<file path="src/logic/lwic_pkg.sv">
// Constants and types for the long-word instruction control block.
// Assumes a single system clock; used by the control module, the store model and the bench.
package lwic_pkg;

    // Instruction word layout
    localparam int LWIC_IW = 64;
    localparam int LWIC_A_LSB = 58;
    localparam int LWIC_B_LSB = 52;
    localparam int LWIC_FN_LSB = 42;
    localparam int LWIC_CARRY_BIT = 41;
    localparam int LWIC_STAT_BIT = 40;
    localparam int LWIC_DIN_LSB = 38;
    localparam int LWIC_BRD_BIT = 37;
    localparam int LWIC_BWR_BIT = 36;
    localparam int LWIC_MW_BIT = 35;
    localparam int LWIC_MAR_BIT = 34;
    localparam int LWIC_JMP_BIT = 33;
    localparam int LWIC_JCND_BIT = 32;
    localparam int LWIC_SHF_LSB = 30;
    localparam int LWIC_MISC_LSB = 16;
    localparam int LWIC_IMM_LSB = 0;
    localparam int LWIC_SEL_W = 6;
    localparam int LWIC_FN_W = 10;
    localparam int LWIC_MISC_W = 14;
    localparam int LWIC_DW = 16;

    // Data-input source codes
    localparam logic [1:0] LWIC_DIN_BUS = 2'h0;
    localparam logic [1:0] LWIC_DIN_IMM = 2'h1;
    localparam logic [1:0] LWIC_DIN_PC = 2'h2;
    localparam logic [1:0] LWIC_DIN_MEM = 2'h3;

    // Program counter stepping
    localparam logic [15:0] LWIC_PC_STEP = 16'h0004;
    localparam logic [15:0] LWIC_PC_RST = 16'h0000;
    localparam logic [15:0] LWIC_MAR_RST = 16'h0000;

    // Register map (byte addresses)
    localparam logic [7:0] LWIC_REG_CTRL = 8'h00;
    localparam logic [7:0] LWIC_REG_PC = 8'h04;
    localparam logic [7:0] LWIC_REG_MAR = 8'h08;
    localparam logic [7:0] LWIC_REG_BUS = 8'h0C;
    localparam int LWIC_CTRL_RUN = 0;

    // Cycle timing
    localparam int LWIC_CYCLE_NS = 55;
    localparam int LWIC_MEM_NOM_NS = 35;
    localparam int LWIC_CLK_NS = 4;

    typedef struct packed {
        logic [LWIC_SEL_W-1:0] a_addr;
        logic [LWIC_SEL_W-1:0] b_addr;
        logic [LWIC_FN_W-1:0] func;
        logic carry_input_bit;
        logic stat_en;
        logic [1:0] shift;
        logic out_en;
        logic [LWIC_DW-1:0] din;
    } lwic_slice_t;

    typedef struct packed {
        logic [15:0] pc;
        logic [LWIC_IW-1:0] ir;
        logic [15:0] memory_address_latch;
        logic [15:0] bus_seen;
        logic [7:0] tick;
        logic step;
        logic run;
        logic ack;
        logic [31:0] rdata;
    } lwic_state_t;

endpackage : lwic_pkg

</file>
<file path="src/logic/lwic_ctrl.sv">
// Pipelined long-word instruction fetch, decode and bus steering.
// Assumes a dual-port store with combinational read on both ports and
// a 16-bit register/ALU slice, all on CLK_SYS; Wishbone classic slave.
//
// Notes on behaviour
// [RULE1] Fetch one 64-bit word per cycle; 50 bits basic, 14 spare.
// [RULE2] Each instruction word equals four consecutive 16-bit data words.
// [RULE3] Two 6-bit fields give the slice's two register addresses.
// [RULE4] Function field drives ten slice inputs; separate carry and status-load bits.
// [RULE5] Shift field gates slice shift-in and shift-out.
// [RULE6] Data-input select picks data bus, immediate, or program counter.
// [RULE7] First field is bus-read source, second is bus-write destination.
// [RULE8] Without bus read, slice output drives the data bus; here immediate drives it when data input selects immediate or counter.
// [RULE9] Memory-write stores bus data; address-load captures it; both allowed.
// [RULE10] Bus read disables slice outputs; chosen I/O register drives bus.
// [RULE11] Bus write stores bus data into I/O register chosen by second field.
// [RULE12] Jump field loads program counter from bus, immediate or register.
// [RULE13] Conditional jump: first field selects condition; load only when true.
// [RULE14] Fourteen spare bits come out directly as strobes.
// [RULE15] Memory load or store takes address load then the transfer.
// [RULE16] Address load puts slice or immediate on bus, captures address.
// [RULE17] Register load routes memory read data into slice data inputs.
// [RULE18] Register store puts slice data on bus, writes memory at held address.
// [RULE19] Status access selects status register as bus source or destination.
// [RULE20] Jump-and-save: immediate loads counter, old counter goes to slice; here counter plus four goes to slice.
// [RULE21] Cycle is 55 ns with 35 ns memory, stretched for slower memory; here 14 clocks of 4 ns, 56 ns.
// [RULE22] Taken branch lands one instruction late; next instruction runs first.
// [RULE23] Instruction port uses only upper 14 counter bits.
// [RULE24] Low two address bits enable one of four memory word pairs.
// [RULE25] Counter steps by four unless loaded; low two bits stay zero.
`timescale 1ns/1ps
`default_nettype none

module lwic_ctrl
    import lwic_pkg::*;
#(
    parameter int MEM_ACCESS_NS = 35,
    parameter logic [5:0] STATUS_SEL = 6'h3F,
    parameter int DADDR_W = 13
)
(
    input wire logic CLK_SYS,
    input wire logic RST,
    input wire logic WB_CYC_I,
    input wire logic WB_STB_I,
    input wire logic WB_WE_I,
    input wire logic [7:0] WB_ADR_I,
    input wire logic [3:0] WB_SEL_I,
    input wire logic [31:0] WB_DAT_I,
    output logic [31:0] WB_DAT_O,
    output logic WB_ACK_O,
    output logic [13:0] IADDR,
    input wire logic [LWIC_IW-1:0] IDATA,
    output logic [DADDR_W-1:0] MEM_ADDR,
    output logic [3:0] MEM_PAIR_EN,
    output logic MEMORY_WRITE_STROBE,
    input wire logic [LWIC_DW-1:0] MEM_RDATA,
    output logic [LWIC_DW-1:0] DATA_BUS,
    output logic [5:0] IO_RD_SEL,
    output logic IO_RD_EN,
    input wire logic [LWIC_DW-1:0] IO_RDATA,
    output logic [5:0] IO_WR_SEL,
    output logic IO_WR_STROBE,
    output logic STAT_RD,
    output logic STAT_WR,
    output lwic_slice_t SLICE_CTRL,
    input wire logic [LWIC_DW-1:0] SLC_Y,
    input wire logic [63:0] COND_IN,
    output logic [LWIC_MISC_W-1:0] MISC_STROBE
);

    // Cycle length in system clocks, rounded up
    localparam int CYCLE_CLKS = (LWIC_CYCLE_NS * MEM_ACCESS_NS
        + LWIC_MEM_NOM_NS * LWIC_CLK_NS - 1) / (LWIC_MEM_NOM_NS * LWIC_CLK_NS); // [RULE21]
    localparam logic [7:0] TICK_LAST = 8'(CYCLE_CLKS - 1);

    lwic_state_t s_q;
    lwic_state_t s_d;

    logic [5:0] f_a;
    logic [5:0] f_b;
    logic [1:0] f_din;
    logic f_brd;
    logic f_bwr;
    logic f_mw;
    logic f_mar;
    logic f_jmp;
    logic f_jcnd;
    logic [15:0] f_imm;
    logic [15:0] bus_w;
    logic [15:0] ret_pc;
    logic pc_load;
    logic wb_req;
    logic wr_ok;

    // Field split
    assign f_a = s_q.ir[LWIC_A_LSB +: LWIC_SEL_W];
    assign f_b = s_q.ir[LWIC_B_LSB +: LWIC_SEL_W];
    assign f_din = s_q.ir[LWIC_DIN_LSB +: 2];
    assign f_brd = s_q.ir[LWIC_BRD_BIT];
    assign f_bwr = s_q.ir[LWIC_BWR_BIT];
    assign f_mw = s_q.ir[LWIC_MW_BIT];
    assign f_mar = s_q.ir[LWIC_MAR_BIT];
    assign f_jmp = s_q.ir[LWIC_JMP_BIT];
    assign f_jcnd = s_q.ir[LWIC_JCND_BIT];
    assign f_imm = s_q.ir[LWIC_IMM_LSB +: LWIC_DW];
    assign ret_pc = s_q.pc + LWIC_PC_STEP;

    // Bus source: I/O read, immediate, or slice output
    always_comb
    begin
        if (f_brd)
        begin
            bus_w = IO_RDATA; // [RULE10]
        end
        else if (f_din == LWIC_DIN_IMM || f_din == LWIC_DIN_PC)
        begin
            bus_w = f_imm; // [RULE16] [RULE20]
        end
        else
        begin
            bus_w = SLC_Y; // [RULE8] [RULE18]
        end
    end

    // Jump decision
    assign pc_load = f_jmp && (!f_jcnd || COND_IN[f_a]); // [RULE12] [RULE13]

    // Slice control
    always_comb
    begin
        SLICE_CTRL.a_addr = f_a; // [RULE3]
        SLICE_CTRL.b_addr = f_b; // [RULE3]
        SLICE_CTRL.func = s_q.ir[LWIC_FN_LSB +: LWIC_FN_W]; // [RULE4]
        SLICE_CTRL.carry_input_bit = s_q.ir[LWIC_CARRY_BIT]; // [RULE4]
        SLICE_CTRL.stat_en = s_q.ir[LWIC_STAT_BIT]; // [RULE4]
        SLICE_CTRL.shift = s_q.ir[LWIC_SHF_LSB +: 2]; // [RULE5]
        SLICE_CTRL.out_en = !f_brd; // [RULE10]
        case (f_din) // [RULE6]
            LWIC_DIN_BUS: SLICE_CTRL.din = bus_w;
            LWIC_DIN_IMM: SLICE_CTRL.din = f_imm;
            LWIC_DIN_PC: SLICE_CTRL.din = ret_pc; // [RULE20]
            LWIC_DIN_MEM: SLICE_CTRL.din = MEM_RDATA; // [RULE17]
            default: SLICE_CTRL.din = bus_w;
        endcase
    end

    // Data bus and I/O gating
    assign DATA_BUS = bus_w;
    assign IO_RD_SEL = f_a; // [RULE7]
    assign IO_WR_SEL = f_b; // [RULE7]
    assign IO_RD_EN = f_brd; // [RULE10]
    assign IO_WR_STROBE = f_bwr && s_q.step; // [RULE11]
    assign STAT_RD = f_brd && (f_a == STATUS_SEL); // [RULE19]
    assign STAT_WR = f_bwr && (f_b == STATUS_SEL) && s_q.step; // [RULE19]
    assign MEMORY_WRITE_STROBE = f_mw && s_q.step; // [RULE9] [RULE18]
    assign MISC_STROBE = s_q.ir[LWIC_MISC_LSB +: LWIC_MISC_W]; // [RULE1] [RULE14]

    // Memory addressing
    assign MEM_ADDR = s_q.memory_address_latch[DADDR_W-1:0]; // [RULE2]
    always_comb
    begin
        MEM_PAIR_EN = 4'h0;
        MEM_PAIR_EN[s_q.memory_address_latch[1:0]] = 1'b1; // [RULE24]
    end
    assign IADDR = s_q.pc[15:2]; // [RULE23]

    // Register bus outputs
    assign WB_DAT_O = s_q.rdata;
    assign WB_ACK_O = s_q.ack;
    assign wb_req = WB_CYC_I && WB_STB_I && !s_q.ack;
    assign wr_ok = wb_req && WB_WE_I && (WB_SEL_I[1:0] == 2'h3);

    // Next state
    always_comb
    begin
        s_d = s_q;
        s_d.ack = wb_req;
        s_d.step = 1'b0;
        if (s_q.run)
        begin
            if (s_q.tick == TICK_LAST)
            begin
                s_d.tick = 8'h00;
            end
            else
            begin
                s_d.tick = s_q.tick + 8'h01;
            end
            s_d.step = (s_q.tick == TICK_LAST - 8'h01); // [RULE21]
        end
        else
        begin
            s_d.tick = 8'h00;
        end
        if (s_q.step)
        begin
            s_d.ir = IDATA; // [RULE1]
            s_d.bus_seen = bus_w;
            if (pc_load)
            begin
                s_d.pc = {bus_w[15:2], 2'b00}; // [RULE12] [RULE22] [RULE25]
            end
            else
            begin
                s_d.pc = s_q.pc + LWIC_PC_STEP; // [RULE25]
            end
            if (f_mar)
            begin
                s_d.memory_address_latch = bus_w; // [RULE9] [RULE15] [RULE16]
            end
        end
        if (wr_ok)
        begin
            case (WB_ADR_I)
                LWIC_REG_CTRL:
                begin
                    s_d.run = WB_DAT_I[LWIC_CTRL_RUN];
                end
                LWIC_REG_PC:
                begin
                    if (!s_q.run)
                    begin
                        s_d.pc = {WB_DAT_I[15:2], 2'b00}; // [RULE25]
                    end
                end
                default:
                begin
                    s_d.run = s_q.run;
                end
            endcase
        end
        if (!s_q.run && !(wr_ok && WB_ADR_I == LWIC_REG_CTRL))
        begin
            s_d.ir = '0;
        end
        s_d.rdata = 32'h0000_0000;
        if (wb_req && !WB_WE_I)
        begin
            case (WB_ADR_I)
                LWIC_REG_CTRL: s_d.rdata = {31'h0000_0000, s_q.run};
                LWIC_REG_PC: s_d.rdata = {16'h0000, s_q.pc};
                LWIC_REG_MAR: s_d.rdata = {16'h0000, s_q.memory_address_latch};
                LWIC_REG_BUS: s_d.rdata = {16'h0000, s_q.bus_seen};
                default: s_d.rdata = 32'h0000_0000;
            endcase
        end
    end

    always_ff @(posedge CLK_SYS or posedge RST)
    begin
        if (RST)
        begin
            s_q.pc <= LWIC_PC_RST;
            s_q.ir <= '0;
            s_q.memory_address_latch <= LWIC_MAR_RST;
            s_q.bus_seen <= 16'h0000;
            s_q.tick <= 8'h00;
            s_q.step <= 1'b0;
            s_q.run <= 1'b0;
            s_q.ack <= 1'b0;
            s_q.rdata <= 32'h0000_0000;
        end
        else
        begin
            s_q <= s_d;
        end
    end

    // Checks
    pc_step_a: assert property (@(posedge CLK_SYS) disable iff (RST) // [RULE25]
        (s_q.step && !pc_load) |=> (s_q.pc == $past(s_q.pc) + LWIC_PC_STEP))
        else $error("counter did not step by four");

    pc_branch_a: assert property (@(posedge CLK_SYS) disable iff (RST) // [RULE12]
        (s_q.step && pc_load) |=> (s_q.pc == {$past(bus_w[15:2]), 2'b00}))
        else $error("branch did not load counter from bus");

    pc_align_a: assert property (@(posedge CLK_SYS) disable iff (RST) // [RULE25]
        s_q.pc[1:0] == 2'b00)
        else $error("counter low bits not zero");

    cond_gate_a: assert property (@(posedge CLK_SYS) disable iff (RST) // [RULE13]
        (f_jmp && f_jcnd && !COND_IN[f_a] && s_q.step) |=> (s_q.pc == $past(ret_pc)))
        else $error("false condition still branched");

    bus_default_a: assert property (@(posedge CLK_SYS) disable iff (RST) // [RULE8]
        (!f_brd && f_din != LWIC_DIN_IMM && f_din != LWIC_DIN_PC)
        |-> (DATA_BUS == SLC_Y && SLICE_CTRL.out_en))
        else $error("slice output not on bus");

    bus_read_a: assert property (@(posedge CLK_SYS) disable iff (RST) // [RULE10]
        f_brd |-> (DATA_BUS == IO_RDATA && !SLICE_CTRL.out_en && IO_RD_SEL == f_a))
        else $error("bus read not steered");

    mar_load_a: assert property (@(posedge CLK_SYS) disable iff (RST) // [RULE9]
        (s_q.step && f_mar) |=> (s_q.memory_address_latch == $past(bus_w)))
        else $error("address latch missed bus");

    mem_write_a: assert property (@(posedge CLK_SYS) disable iff (RST) // [RULE9]
        MEMORY_WRITE_STROBE |-> (s_q.step && f_mw) ##1 !MEMORY_WRITE_STROBE)
        else $error("memory write outside step");

    step_space_a: assert property (@(posedge CLK_SYS) disable iff (RST) // [RULE21]
        s_q.step |-> (s_q.tick == TICK_LAST) ##1 !s_q.step [*8])
        else $error("cycle shorter than expected");

    jsr_path_a: assert property (@(posedge CLK_SYS) disable iff (RST) // [RULE20]
        (f_din == LWIC_DIN_PC && !f_brd) |-> (SLICE_CTRL.din == ret_pc && DATA_BUS == f_imm))
        else $error("save-return paths wrong");

    pair_en_a: assert property (@(posedge CLK_SYS) disable iff (RST) // [RULE24]
        MEM_PAIR_EN == (4'h1 << s_q.memory_address_latch[1:0]))
        else $error("wrong memory pair enabled");

    fetch_a: assert property (@(posedge CLK_SYS) disable iff (RST) // [RULE1]
        (s_q.step && s_q.run) |=> (s_q.ir == $past(IDATA)))
        else $error("instruction not fetched");

endmodule : lwic_ctrl

`default_nettype wire

</file>
<file path="config.mk">
export PLATFORM = sky130hd
export DESIGN_NAME = lwic_ctrl
export DESIGN_NICKNAME = d
export VERILOG_FILES = /design/src/logic/lwic_pkg.sv /design/src/logic/lwic_ctrl.sv
export SDC_FILE = /design/constraint.sdc
export NUM_CORES = 1
export LEC_CHECK = 0
export ABC_AREA = 1
export BUFFER_PORTS_ARGS = -buffer_cell sky130_fd_sc_hd__buf_2
export CORE_AREA = 2 2 147 149
export CTS_CLUSTER_SIZE = 20
export DETAILED_ROUTE_END_ITERATION = 8
export DIE_AREA = 0 0 149 151
export PLACE_DENSITY = 0.73
export SKIP_CTS_REPAIR_TIMING = 1
export SYNTH_ARGS = -nofsm -noshare
export SYNTH_HDL_FRONTEND = slang
export SYNTH_SLANG_ARGS = --single-unit
export TNS_END_PERCENT = 1
</file>
<file path="constraint.sdc">
create_clock -name CLK_SYS -period 5.45 [get_ports CLK_SYS]
set_clock_uncertainty 0.15 [all_clocks]
set_input_delay 1.09 -clock CLK_SYS [delete_from_list [all_inputs] [get_ports CLK_SYS]]
set_output_delay 1.09 -clock CLK_SYS [all_outputs]
set_load 0.02 [all_outputs]
</file>
# Word level (Yosys, flattened, before mapping)
# Index checks and enable logic that the tools add are counted.
# totals
register_bits	155
latchBits	0
ramBits	0
romBits	0
inputBits	225
out_inout_bits	154
word_cells	71
memories	0
# classes
addsub	2
multipliers	0
div	0
n_lt_le_gt_ge	3
eq_ne	11
shift	0
n_mux	19
bitwise_logic	0
reduce_logical	27
# op_table
op	count
16-bit 2-to-1 mux	8
16-bit one-hot mux with 4 select lines	2
112-bit 2-to-1 mux	1
64-bit 2-to-1 mux	1
8-bit by 4-bit == test with 1-bit output, second input constant	4
16-bit by 3-bit adder with 16-bit output, second input constant	1
8-bit 2-to-1 mux	2
1-bit logical AND	14
6-bit == test, second input constant	2
8-bit by 1-bit adder with 8-bit output, second input constant	1
8-bit by 3-bit == test with 1-bit output, second input constant	1
8-bit zero test	1
6-bit by 7-bit < comparator with 1-bit output, second input constant	1
1-bit binary-select mux with 6-bit select	1
2-bit == test, second input constant	3
1-bit zero test	6
2-bit AND reduction	2
2-bit by 3-bit < comparator with 1-bit output, second input constant	1
1-bit 2-to-1 mux	3
1-bit demux with 2-bit select	1
2-bit by 1-bit == test with 1-bit output, second input constant	1
2-bit by 1-bit greater-or-equal comparator with 1-bit output, second input constant	1
2-bit zero test	1
1-bit logical OR	2
2-bit nonzero test	1

# Logic depth before layout (Yosys ltp)
# Gate-level depths: netlist of the first run.
# logic_depth
word_depth	9
ltp_mapped	15
ltp_nobuf	13

# Worst setup path before layout of the first run
# No wires, ideal clock.
# synth_timing
path_type	input to output
from	input port SLC_Y[5]
to	output port SLICE_CTRL[5] (netlist name)
arrival_ns	2.110
t_required_ns	4.210
path_slack_ns	2.100
stages	5
path_buffers	0
path_cell_list	or2_2 > o211ai_1 > o21ai_0 > o21ai_0 > inv_1
# synth_rtl
element	line	text
start, declared	lwic_ctrl.sv:67	input wire logic [LWIC_DW-1:0] SLC_Y,
end, declared	lwic_ctrl.sv:66	output lwic_slice_t SLICE_CTRL,

==> results.yml, run 1 <==
worst_setup_path:
  timing.critical_path.fanout_max: 30
  worstSetupEndpointType: "output port"
  worst-endpoint-arrival_ps: 3210
  worst-endpoint-required_ps: 4210
  critPathKind: "reg2out"
  rr_worst_depth: 9
  critical_path.reg2reg.endpoint: "IADDR[7]"
  critical-path-top-delay-family: "buffers and inverters"
  reg2reg_slack_ps: 2550
  cp_common_cell: "inv_1"
  crit_path_max_incr_delay_ps: 760
  critPathSlowestCell: "inv_1"
  timing.critical_path.from_type: "flop"
  critical_path.cell_chain: "inv_1 > ha_1 > inv_1 > nand2_1 > o211ai_1 > o21ai_0 > a22oi_1 > buf_2"
  critical_path.n_buffers_inverters: 3
  rr_startpoint: "f_din[0]"
  crit_cells: 8
die:
  top_level_ports: 379
  die-area_mm2: 0.0225
  core_area_mm2: 0.0208
  placement_rows: 53
  die_h_um: 151
  fp.dieW_um: 149
  start_util: 0.430
power:
  p_clk_frac: 0.168
  cell_internal_pwr_mw: 3.26
  worst_ir_drop_on_vdd_mv: 0.259
  power.share.combinational: 0.549
  leakagePower_nw: 5.82
  p_switching_mw: 3.40
  switching_portion_of_total_power: 0.510
  power.density_cell_area_mw_per_mm2: 629
  power.sequential.fraction: 0.283
clocking:
  cts_max_level: 4
  clock_tree_from_tritoncts: "built"
  clk_transition_reported_paths_ps: 70
  cts_root_buf: "clkbuf_16"
  clockBufferDepth: 2
  clkLatencyLatePin_ps: 430
  numCtsBuffers: 17
  tritoncts_num_sinks: 139
cells_and_area:
  finalNetCount: 1641
  drive_above_1_share: 0.310
  relative_area_change_from_synthesis_to_final_layout_pct: 18.4
  nFillCells: 2074
route:
  num_vias: 8650
  viasPerCell: 5.09
  drt_pre_antenna_iters: 5
  postRouteWirelength_um: 29900
  antenna_left: 0
  drt_iter0_markers: 766
  routed_wire_length_per_instance_um: 17.6
  post_route_drc: 0
synthesis:
  syn-cell-area_mm2: 0.00894
  post_synthesis_sequential_element_count: 139
  synth_cell_type_count: 47
  yosys-top-cells-area: "dfrtp_1 39%, buf_4 9.7%, nand2_1 9.6%"
  synth_common_cells: "228 x nand2_1, 174 x inv_1, 139 x dfrtp_1"
  post-synth-top-area-cell: "dfrtp_1"
  synth_sequential_area_ratio: 0.389
  ys.flop_type: "dfrtp_1"
  synth_most_common_cell: "nand2_1"
  synthesis.yosys.warnings: 0
  syn-mean-instance-area_um2: 7.51
  synth_enable_flop_cells: 0
  synth_async_sr_flop_share: 1.00
  postSynthCellCount: 1191
  netlist.area_leader.share: 0.389
place:
  input_output_buffers: 343
  place_congestion: 0.919
  post-dp-hpwl_um: 22300
timing:
  period_share: 0.817
  hold_slack_ps: 311
  setup_viol_count_final: 0
  rsz_0062_raised_after_global_routing: "no"
  tightestPinTransition_ps: 1050
  maxSlewHeadroom: 0.301
  fmax_ghz: 0.225
  finalMaxSlewViolations: 0
  final_hold_viol_count: 0
  finalWorstPathRequiredPeriod_ps: 4450
  fin_setup_tns_ps: 0
flow_run:
  timing.max_cap.violations: 0
global_route:
  grt_pass1_wl_um: 45100
  antenna_found_initial: 7
  grt-ovfl-total: 0
  grt_use_total: 0.263
  grt_pass1_vias: 8114
  largest_net_degree_at_the_start_of_global_routing: 82
hold_path:
  worst_hold_path.num_cells: 1
  worst_hold_path.endpoint: "WB_ACK_O"
  hp-start: "WB_ACK_O"
  hold_path.class: "reg2reg"
outcome:
  status: "finished clean"
-- cells in the final DEF, fill, tap and decap left out, drive strengths merged --
| master | count |
|---|---|
| buf | 357 |
| nand2 | 236 |
| inv | 186 |
| dfrtp | 139 |
| nand3 | 113 |
| o21ai | 100 |
| a21oi | 77 |
| nor2 | 54 |
| o211ai | 22 |
| clkbuf | 18 |
| conb | 16 |
| o22ai | 15 |
| or2 | 11 |
| xor2 | 9 |
| nand4 | 9 |
| nor3 | 9 |
| a22oi | 8 |
| ha | 8 |
| a221oi | 7 |
| nor4 | 5 |
| diode | 4 |
| clkinvlp | 4 |
| and3 | 3 |
| o221ai | 3 |
| clkinv | 3 |
| a2bb2oi | 2 |
| nor3b | 2 |
| a32oi | 2 |
| o21a | 1 |
| xnor2 | 1 |
| a21boi | 1 |
-- power groups by stage --
| stage | Clock (mW) | Combinational (mW) | Sequential, mW |
|---|---|---|---|
| floorplan | 0 | 2.96 | 1.72 |
| global placement | 0 | 3.59 | 1.88 |
| detailed placement | 0 | 3.65 | 1.89 |
| CTS | 1.14 | 3.65 | 1.88 |
| global route | 1.18 | 4.01 | 1.94 |
| finish | 1.12 | 3.66 | 1.88 |
-- sequential cells by signal, summed over array words and instances (netlist names) --
register,count
f_jcnd,1
f_mw,1
WB_ACK_O,1
f_jmp,1
IO_WR_SEL,6
IO_RD_EN,1
WB_DAT_O,16
f_imm,16
MEM_ADDR,13
IADDR,14
IO_RD_SEL,6
f_din,2
MISC_STROBE,14
f_mar,1
SLICE_CTRL,14
f_bwr,1
s_q,31
-- cell families after synthesis --
logic type	Yosys count	synth area share
other cells	1	0.000419
buf+inv	353	0.205
simple gates	442	0.229
xor+xnor	10	0.00979
fa+ha+maj	8	0.0112
compound gates	238	0.156
flops	139	0.389
-- how the worst max path moves through the flow --
stage	slack [ps]	startpoint	end
6_report	1000	f_din[0]	SLICE_CTRL[9]
5_1_grt	780	f_din[0]	SLICE_CTRL[4]
4_1_cts	1050	f_din[0]	SLICE_CTRL[9]
3_5_place_dp	1520	f_din[0]	SLICE_CTRL[4]
3_3_place_gp	1570	f_din[0]	SLICE_CTRL[9]
2_1_floorplan	490	RST	IADDR[0]
-- area by class of cell --
| class | count | area (µm²) | area share |
|---|---|---|---|
| antenna | 4 | 10.0 | 0.000945 |
| clock buffer | 18 | 439 | 0.0415 |
| clock inverter | 14 | 128 | 0.0121 |
| inverter | 179 | 679 | 0.0642 |
| multi-input combinational | 714 | 3680 | 0.348 |
| sequential | 139 | 3480 | 0.329 |
| tap | 275 | 344 | 0.0325 |
| timing repair buffer | 357 | 1820 | 0.172 |
-- metrics by stage --
| stage | total power [mW] | cell area (µm²) | setup WS, ps | util | cells |
|---|---|---|---|---|---|
| 3_5_place_dp | 5.53 | 10000 | 1520 | 0.481 | 1664 |
| 3_3_place_gp | 5.47 | 10000 | 1570 | 0.481 | 1664 |
| 5_1_grt | 7.13 | 10600 | 780 | 0.508 | 1698 |
| 2_1_floorplan | 4.68 | 9000 | 485 | - | 1206 |
| 6_report | 6.66 | 10600 | 998 | 0.509 | 1700 |
| 4_1_cts | 6.67 | 10600 | 1050 | 0.508 | 1696 |
-- metal layers --
layer,up-vias,GRT usage,part of all wire,routed length [µm]
met1,3990,0.338,0.40,12000
met3,58,0.0678,0.094,2800
li1,4144,-,-,-
met5,-,0,0.0014,41
met2,452,0.429,0.48,14300
met4,6,0.0952,0.026,777
(Power assumes the default switching activity.)
==> run 2: changes to the inputs <==
Clock period 5.45 ns to 4.56 ns, I/O delays scaled along.
==> run 2 against run 1 <==
Effect of this change: first-iteration DRC count decreased by 9.4%; largest power group unchanged; flip-flop and latch count stayed put; hold slack better by 8.6 ps; utilization is 0.22 points higher; cell area rose by 0.44%; die area is the same; final cell count increased by 0.24%; wire length down 1.4%; global-route usage fell by 0.32 points; clock-buffer cell count up 2; sequential share of layout area decreased by 0.14 points; highest routed layer unchanged.
==> results.yml, run 2 (synthesis results as in run 1) <==
timing:
  final_hold_viol_count: 0
  finalWorstPathRequiredPeriod_ps: 3980
  tightestPinTransition_ps: 1190
  rsz_0062_raised_after_global_routing: "no"
  setup_viol_count_final: 0
  finalMaxSlewViolations: 0
  fmax_ghz: 0.251
  maxSlewHeadroom: 0.198
  final.setup.worst_slack_ps: 580
  period_share: 0.873
  fin_setup_tns_ps: 0
place:
  post_dp_cell_area_mm2: 0.0100
  place_congestion: 0.916
  pre_cts_slack_ps: 1010
  input_output_buffers: 343
  post-dp-hpwl_um: 22100
clocking:
  numCtsBuffers: 17
  clock_tree_from_tritoncts: "built"
  clk_transition_reported_paths_ps: 70
  tritoncts_num_sinks: 139
  clkLatencyLatePin_ps: 420
  clockBufferDepth: 2
  cts_root_buf: "clkbuf_16"
  cts_max_level: 4
die:
  core_area_mm2: 0.0208
  placement_rows: 53
  die_h_um: 151
  die-area_mm2: 0.0225
  top_level_ports: 379
  start_util: 0.430
  fp.dieW_um: 149
cells_and_area:
  largest_register_ffs: 31
  mostFrequentLayoutCells: "343 x buf_2, 228 x nand2_1, 173 x inv_1"
  drive_above_1_share: 0.309
  design_area_mm2: 0.0106
  top_register: "s_q"
  finalNetCount: 1642
  final_common_cell: "buf_2"
  relative_area_change_from_synthesis_to_final_layout_pct: 18.9
power:
  power.sequential.fraction: 0.282
  switching_portion_of_total_power: 0.500
  cell_internal_pwr_mw: 4.00
  post_layout_total_power_mw: 7.99
  power.share.combinational: 0.544
  worst_ir_drop_on_vdd_mv: 0.283
  power.density_cell_area_mw_per_mm2: 751
  p_switching_mw: 3.99
  leakagePower_nw: 5.85
  p_clk_frac: 0.174
route:
  routed_wire_length_per_instance_um: 17.3
  post_route_drc: 0
  num_vias: 8715
  postRouteWirelength_um: 29500
  antenna_left: 0
  drt_pre_antenna_iters: 5
  viasPerCell: 5.11
  drt_iter0_markers: 694
global_route:
  globalRouteMet1Util: 0.326
  largest_net_degree_at_the_start_of_global_routing: 87
  groute.layer.met3.usage: 0.0765
  grt_pass1_vias: 8218
  antenna_found_initial: 13
  grt-ovfl-total: 0
  grtUsageMet2: 0.414
  globalRoute.busiestLayer: "met2"
  grt_use_total: 0.260
  grt_pass1_wl_um: 44600
worst_setup_path:
  timing.critical_path.from_type: "flop"
  worstSetupEndpointType: "output port"
  timing.critical_path.fanout_max: 17
  worst-endpoint-required_ps: 3500
  critPathKind: "reg2out"
  worst-endpoint-arrival_ps: 2920
flow_run:
  timing.max_cap.violations: 0
outcome:
  status: "finished clean"
hold_path:
  hold_path.class: "reg2reg"
==> run 2: area by class of cell <==
type	count	area [µm²]
antenna	7	17.5
clock buffer	20	447
clock inverter	12	140
fill	2074	10200
inverter	179	678
multi-input combinational	714	3680
sequential	139	3480
tap	275	344
timing repair buffer	358	1840
==> run 2: metal layers <==
layer  part of all wire  vias up
met5             0.0034        -
met4              0.037       14
met3              0.099       79
met2               0.46      421
met1               0.40     4044
li1                   -     4157
==> run 2: critical path, stage by stage, from the launching register on <==
cell	delay (ps)
dfrtp_1	380
inv_1	90
ha_1	320
inv_1	440
buf_4	310
nand2_1	70
o211ai_1	80
o21ai_0	310
a22oi_1	270
buf_2	220
==> run 2: worst paths after layout <==
path                       slack, ps              to  cells after the start          from
setup reg to reg                1760        IADDR[9]                     14  IO_RD_SEL[0]
max in group asynchronous       3170     WB_DAT_O[6]                      3           RST
setup / recovery                 580  SLICE_CTRL[13]                      9      f_din[0]
hold / removal                   320        WB_ACK_O                      1      WB_ACK_O
hold reg to reg                  320        WB_ACK_O                      1      WB_ACK_O
min in group asynchronous        460    IO_RD_SEL[5]                      3           RST
==> run 2: power by group through the flow <==
stage          clock [mW]  combinational, mW  sequential (mW)
6_report             1.39               4.35             2.25
5_1_grt              1.48               4.75             2.31
4_1_cts              1.42               4.33             2.24
3_5_place_dp            0               4.31             2.25
3_3_place_gp            0               4.26             2.24
2_1_floorplan           0               3.54             2.05
==> run 2: through the flow <==
step,utilization,hold WS [ps],cells
final,0.511,319,1704
after global routing,0.510,355,1700
after CTS,0.510,318,1697
after detailed placement,0.482,307,1665
after global placement,0.482,304,1665
after floorplan,-,303,1206
==> run 3: changes to the inputs <==
Settings changed: ABC_AREA 1 to unset, CORE_AREA 2 2 147 149 to 2 2 146 148, DIE_AREA 0 0 149 151 to 0 0 148 150, PLACE_DENSITY 0.73 to 0.72.
==> run 3 against run 2 <==
Effect of this change: synthesized cell count down 26%; via count down 16%; register-to-register slack worse by 640 ps; flip-flop and latch count unchanged; clock power down 4%; maximum frequency up 1.0%; synthesized area down 3.6%; highest routed layer unchanged; clock-buffer cell count down 2; sequential power down 45%; first-iteration DRC count down 26%; final cell count down 18%.
==> results.yml, run 3 <==
die:
  placement_rows: 53
  die-area_mm2: 0.0222
  top_level_ports: 379
  fp.dieW_um: 148
  die_h_um: 150
  core_area_mm2: 0.0207
  start_util: 0.417
place:
  post-dp-hpwl_um: 19800
  pre_cts_slack_ps: 1070
  post_dp_cell_area_mm2: 0.00979
  place_congestion: 0.890
  input_output_buffers: 343
global_route:
  largest_net_degree_at_the_start_of_global_routing: 140
  grt_use_total: 0.236
  grt_pass1_wl_um: 40400
  antenna_found_initial: 4
  grt-ovfl-total: 0
  grt_pass1_vias: 6990
worst_setup_path:
  critPathKind: "reg2out"
  worst-endpoint-required_ps: 3500
  worstSetupEndpointType: "output port"
  timing.critical_path.from_type: "flop"
  timing.critical_path.fanout_max: 7
  worst-endpoint-arrival_ps: 2880
power:
  power.density_cell_area_mw_per_mm2: 273
  worst_ir_drop_on_vdd_mv: 0.241
  leakagePower_nw: 4.95
synthesis:
  synth_common_cells: "139 x dfrtp_1, 114 x buf_4, 114 x nor2_1"
  synth_enable_flop_cells: 0
  synth_sequential_area_ratio: 0.403
  synth_cell_type_count: 53
  post-synth-top-area-cell: "dfrtp_1"
  synthesis.yosys.warnings: 0
  yosys-top-cells-area: "dfrtp_1 40%, mux2i_1 13%, buf_4 9.9%"
  synth_most_common_cell: "dfrtp_1"
  syn-mean-instance-area_um2: 9.74
  syn-cell-area_mm2: 0.00862
  synth_async_sr_flop_share: 1.00
  post_synthesis_sequential_element_count: 139
  ys.flop_type: "dfrtp_1"
  postSynthCellCount: 885
  netlist.area_leader.share: 0.403
timing:
  fin_setup_tns_ps: 0
  setup_viol_count_final: 0
  final_hold_viol_count: 0
  rsz_0062_raised_after_global_routing: "no"
  finalWorstPathRequiredPeriod_ps: 3940
  tightestPinTransition_ps: 1060
  period_share: 0.864
  finalMaxSlewViolations: 0
  fmax_ghz: 0.254
  final.setup.worst_slack_ps: 621
  maxSlewHeadroom: 0.291
  hold_slack_ps: 335
route:
  num_vias: 7301
  drt_pre_antenna_iters: 5
  drt_iter0_markers: 517
  routed_wire_length_per_instance_um: 19.0
  viasPerCell: 5.24
  antenna_left: 0
  post_route_drc: 0
  postRouteWirelength_um: 26500
cells_and_area:
  drive_above_1_share: 0.399
  mostFrequentLayoutCells: "343 x buf_2, 138 x dfrtp_1, 113 x nor2_1"
  finalNetCount: 1338
  largest_register_ffs: 31
  design_area_mm2: 0.0104
  top_register: "s_q"
  area_of_the_multi_input_gates_mm2: 0.00402
  final_common_cell: "buf_2"
  sequential_cell_area_mm2: 0.00348
  relative_area_change_from_synthesis_to_final_layout_pct: 20.1
  nFillCells: 1910
clocking:
  clkLatencyLatePin_ps: 420
  cts_max_level: 4
  cts_root_buf: "clkbuf_16"
  tritoncts_num_sinks: 139
  clockBufferDepth: 2
  clock_tree_from_tritoncts: "built"
  clk_transition_reported_paths_ps: 60
  numCtsBuffers: 17
outcome:
  status: "finished clean"
hold_path:
  hold_path.class: "reg2reg"
flow_run:
  timing.max_cap.violations: 0
## run 3: cell count changes after synthesis, sizes merged, moves of 21 or more
cell	delta
inv	-151
a21oi	-53
nor2	+60
nand2	-182
o21ai	-72
mux2i	+110
o211ai	-21
nand3	-100
mux2	+37
## run 3: area by class of cell
class,instances,area share
Sequential cell,139,0.336
Clock inverter,14,0.0122
Multi-Input combinational cell,563,0.388
Antenna cell,1,0.000242
Tap cell,275,0.0332
Clock buffer,18,0.0424
Inverter,27,0.0101
Timing Repair Buffer,357,0.177
## run 3: worst paths after layout
kind                              start        endpoint  slack (ps)  depth (start not counted)
min in group asynchronous           RST    IO_RD_SEL[4]         530                          3
max                            IADDR[0]  SLICE_CTRL[14]         620                          9
min reg2reg                     s_q[73]         s_q[73]         330                          2
min                             s_q[73]         s_q[73]         330                          2
max in group asynchronous           RST        f_imm[6]        3140                          3
max reg2reg                IO_RD_SEL[0]        IADDR[6]        1120                          9
## run 3: per-stage QoR
step / util / std cells / power (mW)
6_report: 0.500 / 1394 / 2.83
5_1_grt: 0.500 / 1394 / 2.93
4_1_cts: 0.500 / 1393 / 2.86
3_5_place_dp: 0.473 / 1361 / 1.51
3_3_place_gp: 0.473 / 1361 / 1.51
2_1_floorplan: - / 900 / 1.38
## run 3: layer usage
metal,share of wire,GRT usage
met3,0.079,0.0543
met4,0.0086,0.0652
met2,0.46,0.363
met1,0.45,0.334
met5,0.00098,0
## run 3: logic make-up (layout without fill, tap and decap cells)
logic type,Yosys count,in the layout,share of synthesized area
other cells,1,17,0.000435
fa+ha+maj,8,8,0.0116
compound gates,127,127,0.103
mux,158,158,0.205
flops,139,139,0.403
buf+inv,198,416,0.138
simple gates,237,237,0.122
xor+xnor,17,17,0.0173
## run 3: worst max-delay path, cell delays in order, from the launching register on
cell	delay (ps)
dfrtp_1	500
ha_1	300
nand2_1	110
or3_1	410
nor2_1	230
nand2_1	100
xnor2_1	310
a21oi_1	130
a21oi_1	180
buf_2	190
## run 3: where the power goes
part           switching (mW)  leakage [nW]  internal (mW)
Clock                   0.608         0.276          0.734
Combinational           0.139          2.84          0.109
Sequential            0.00232          1.84           1.23
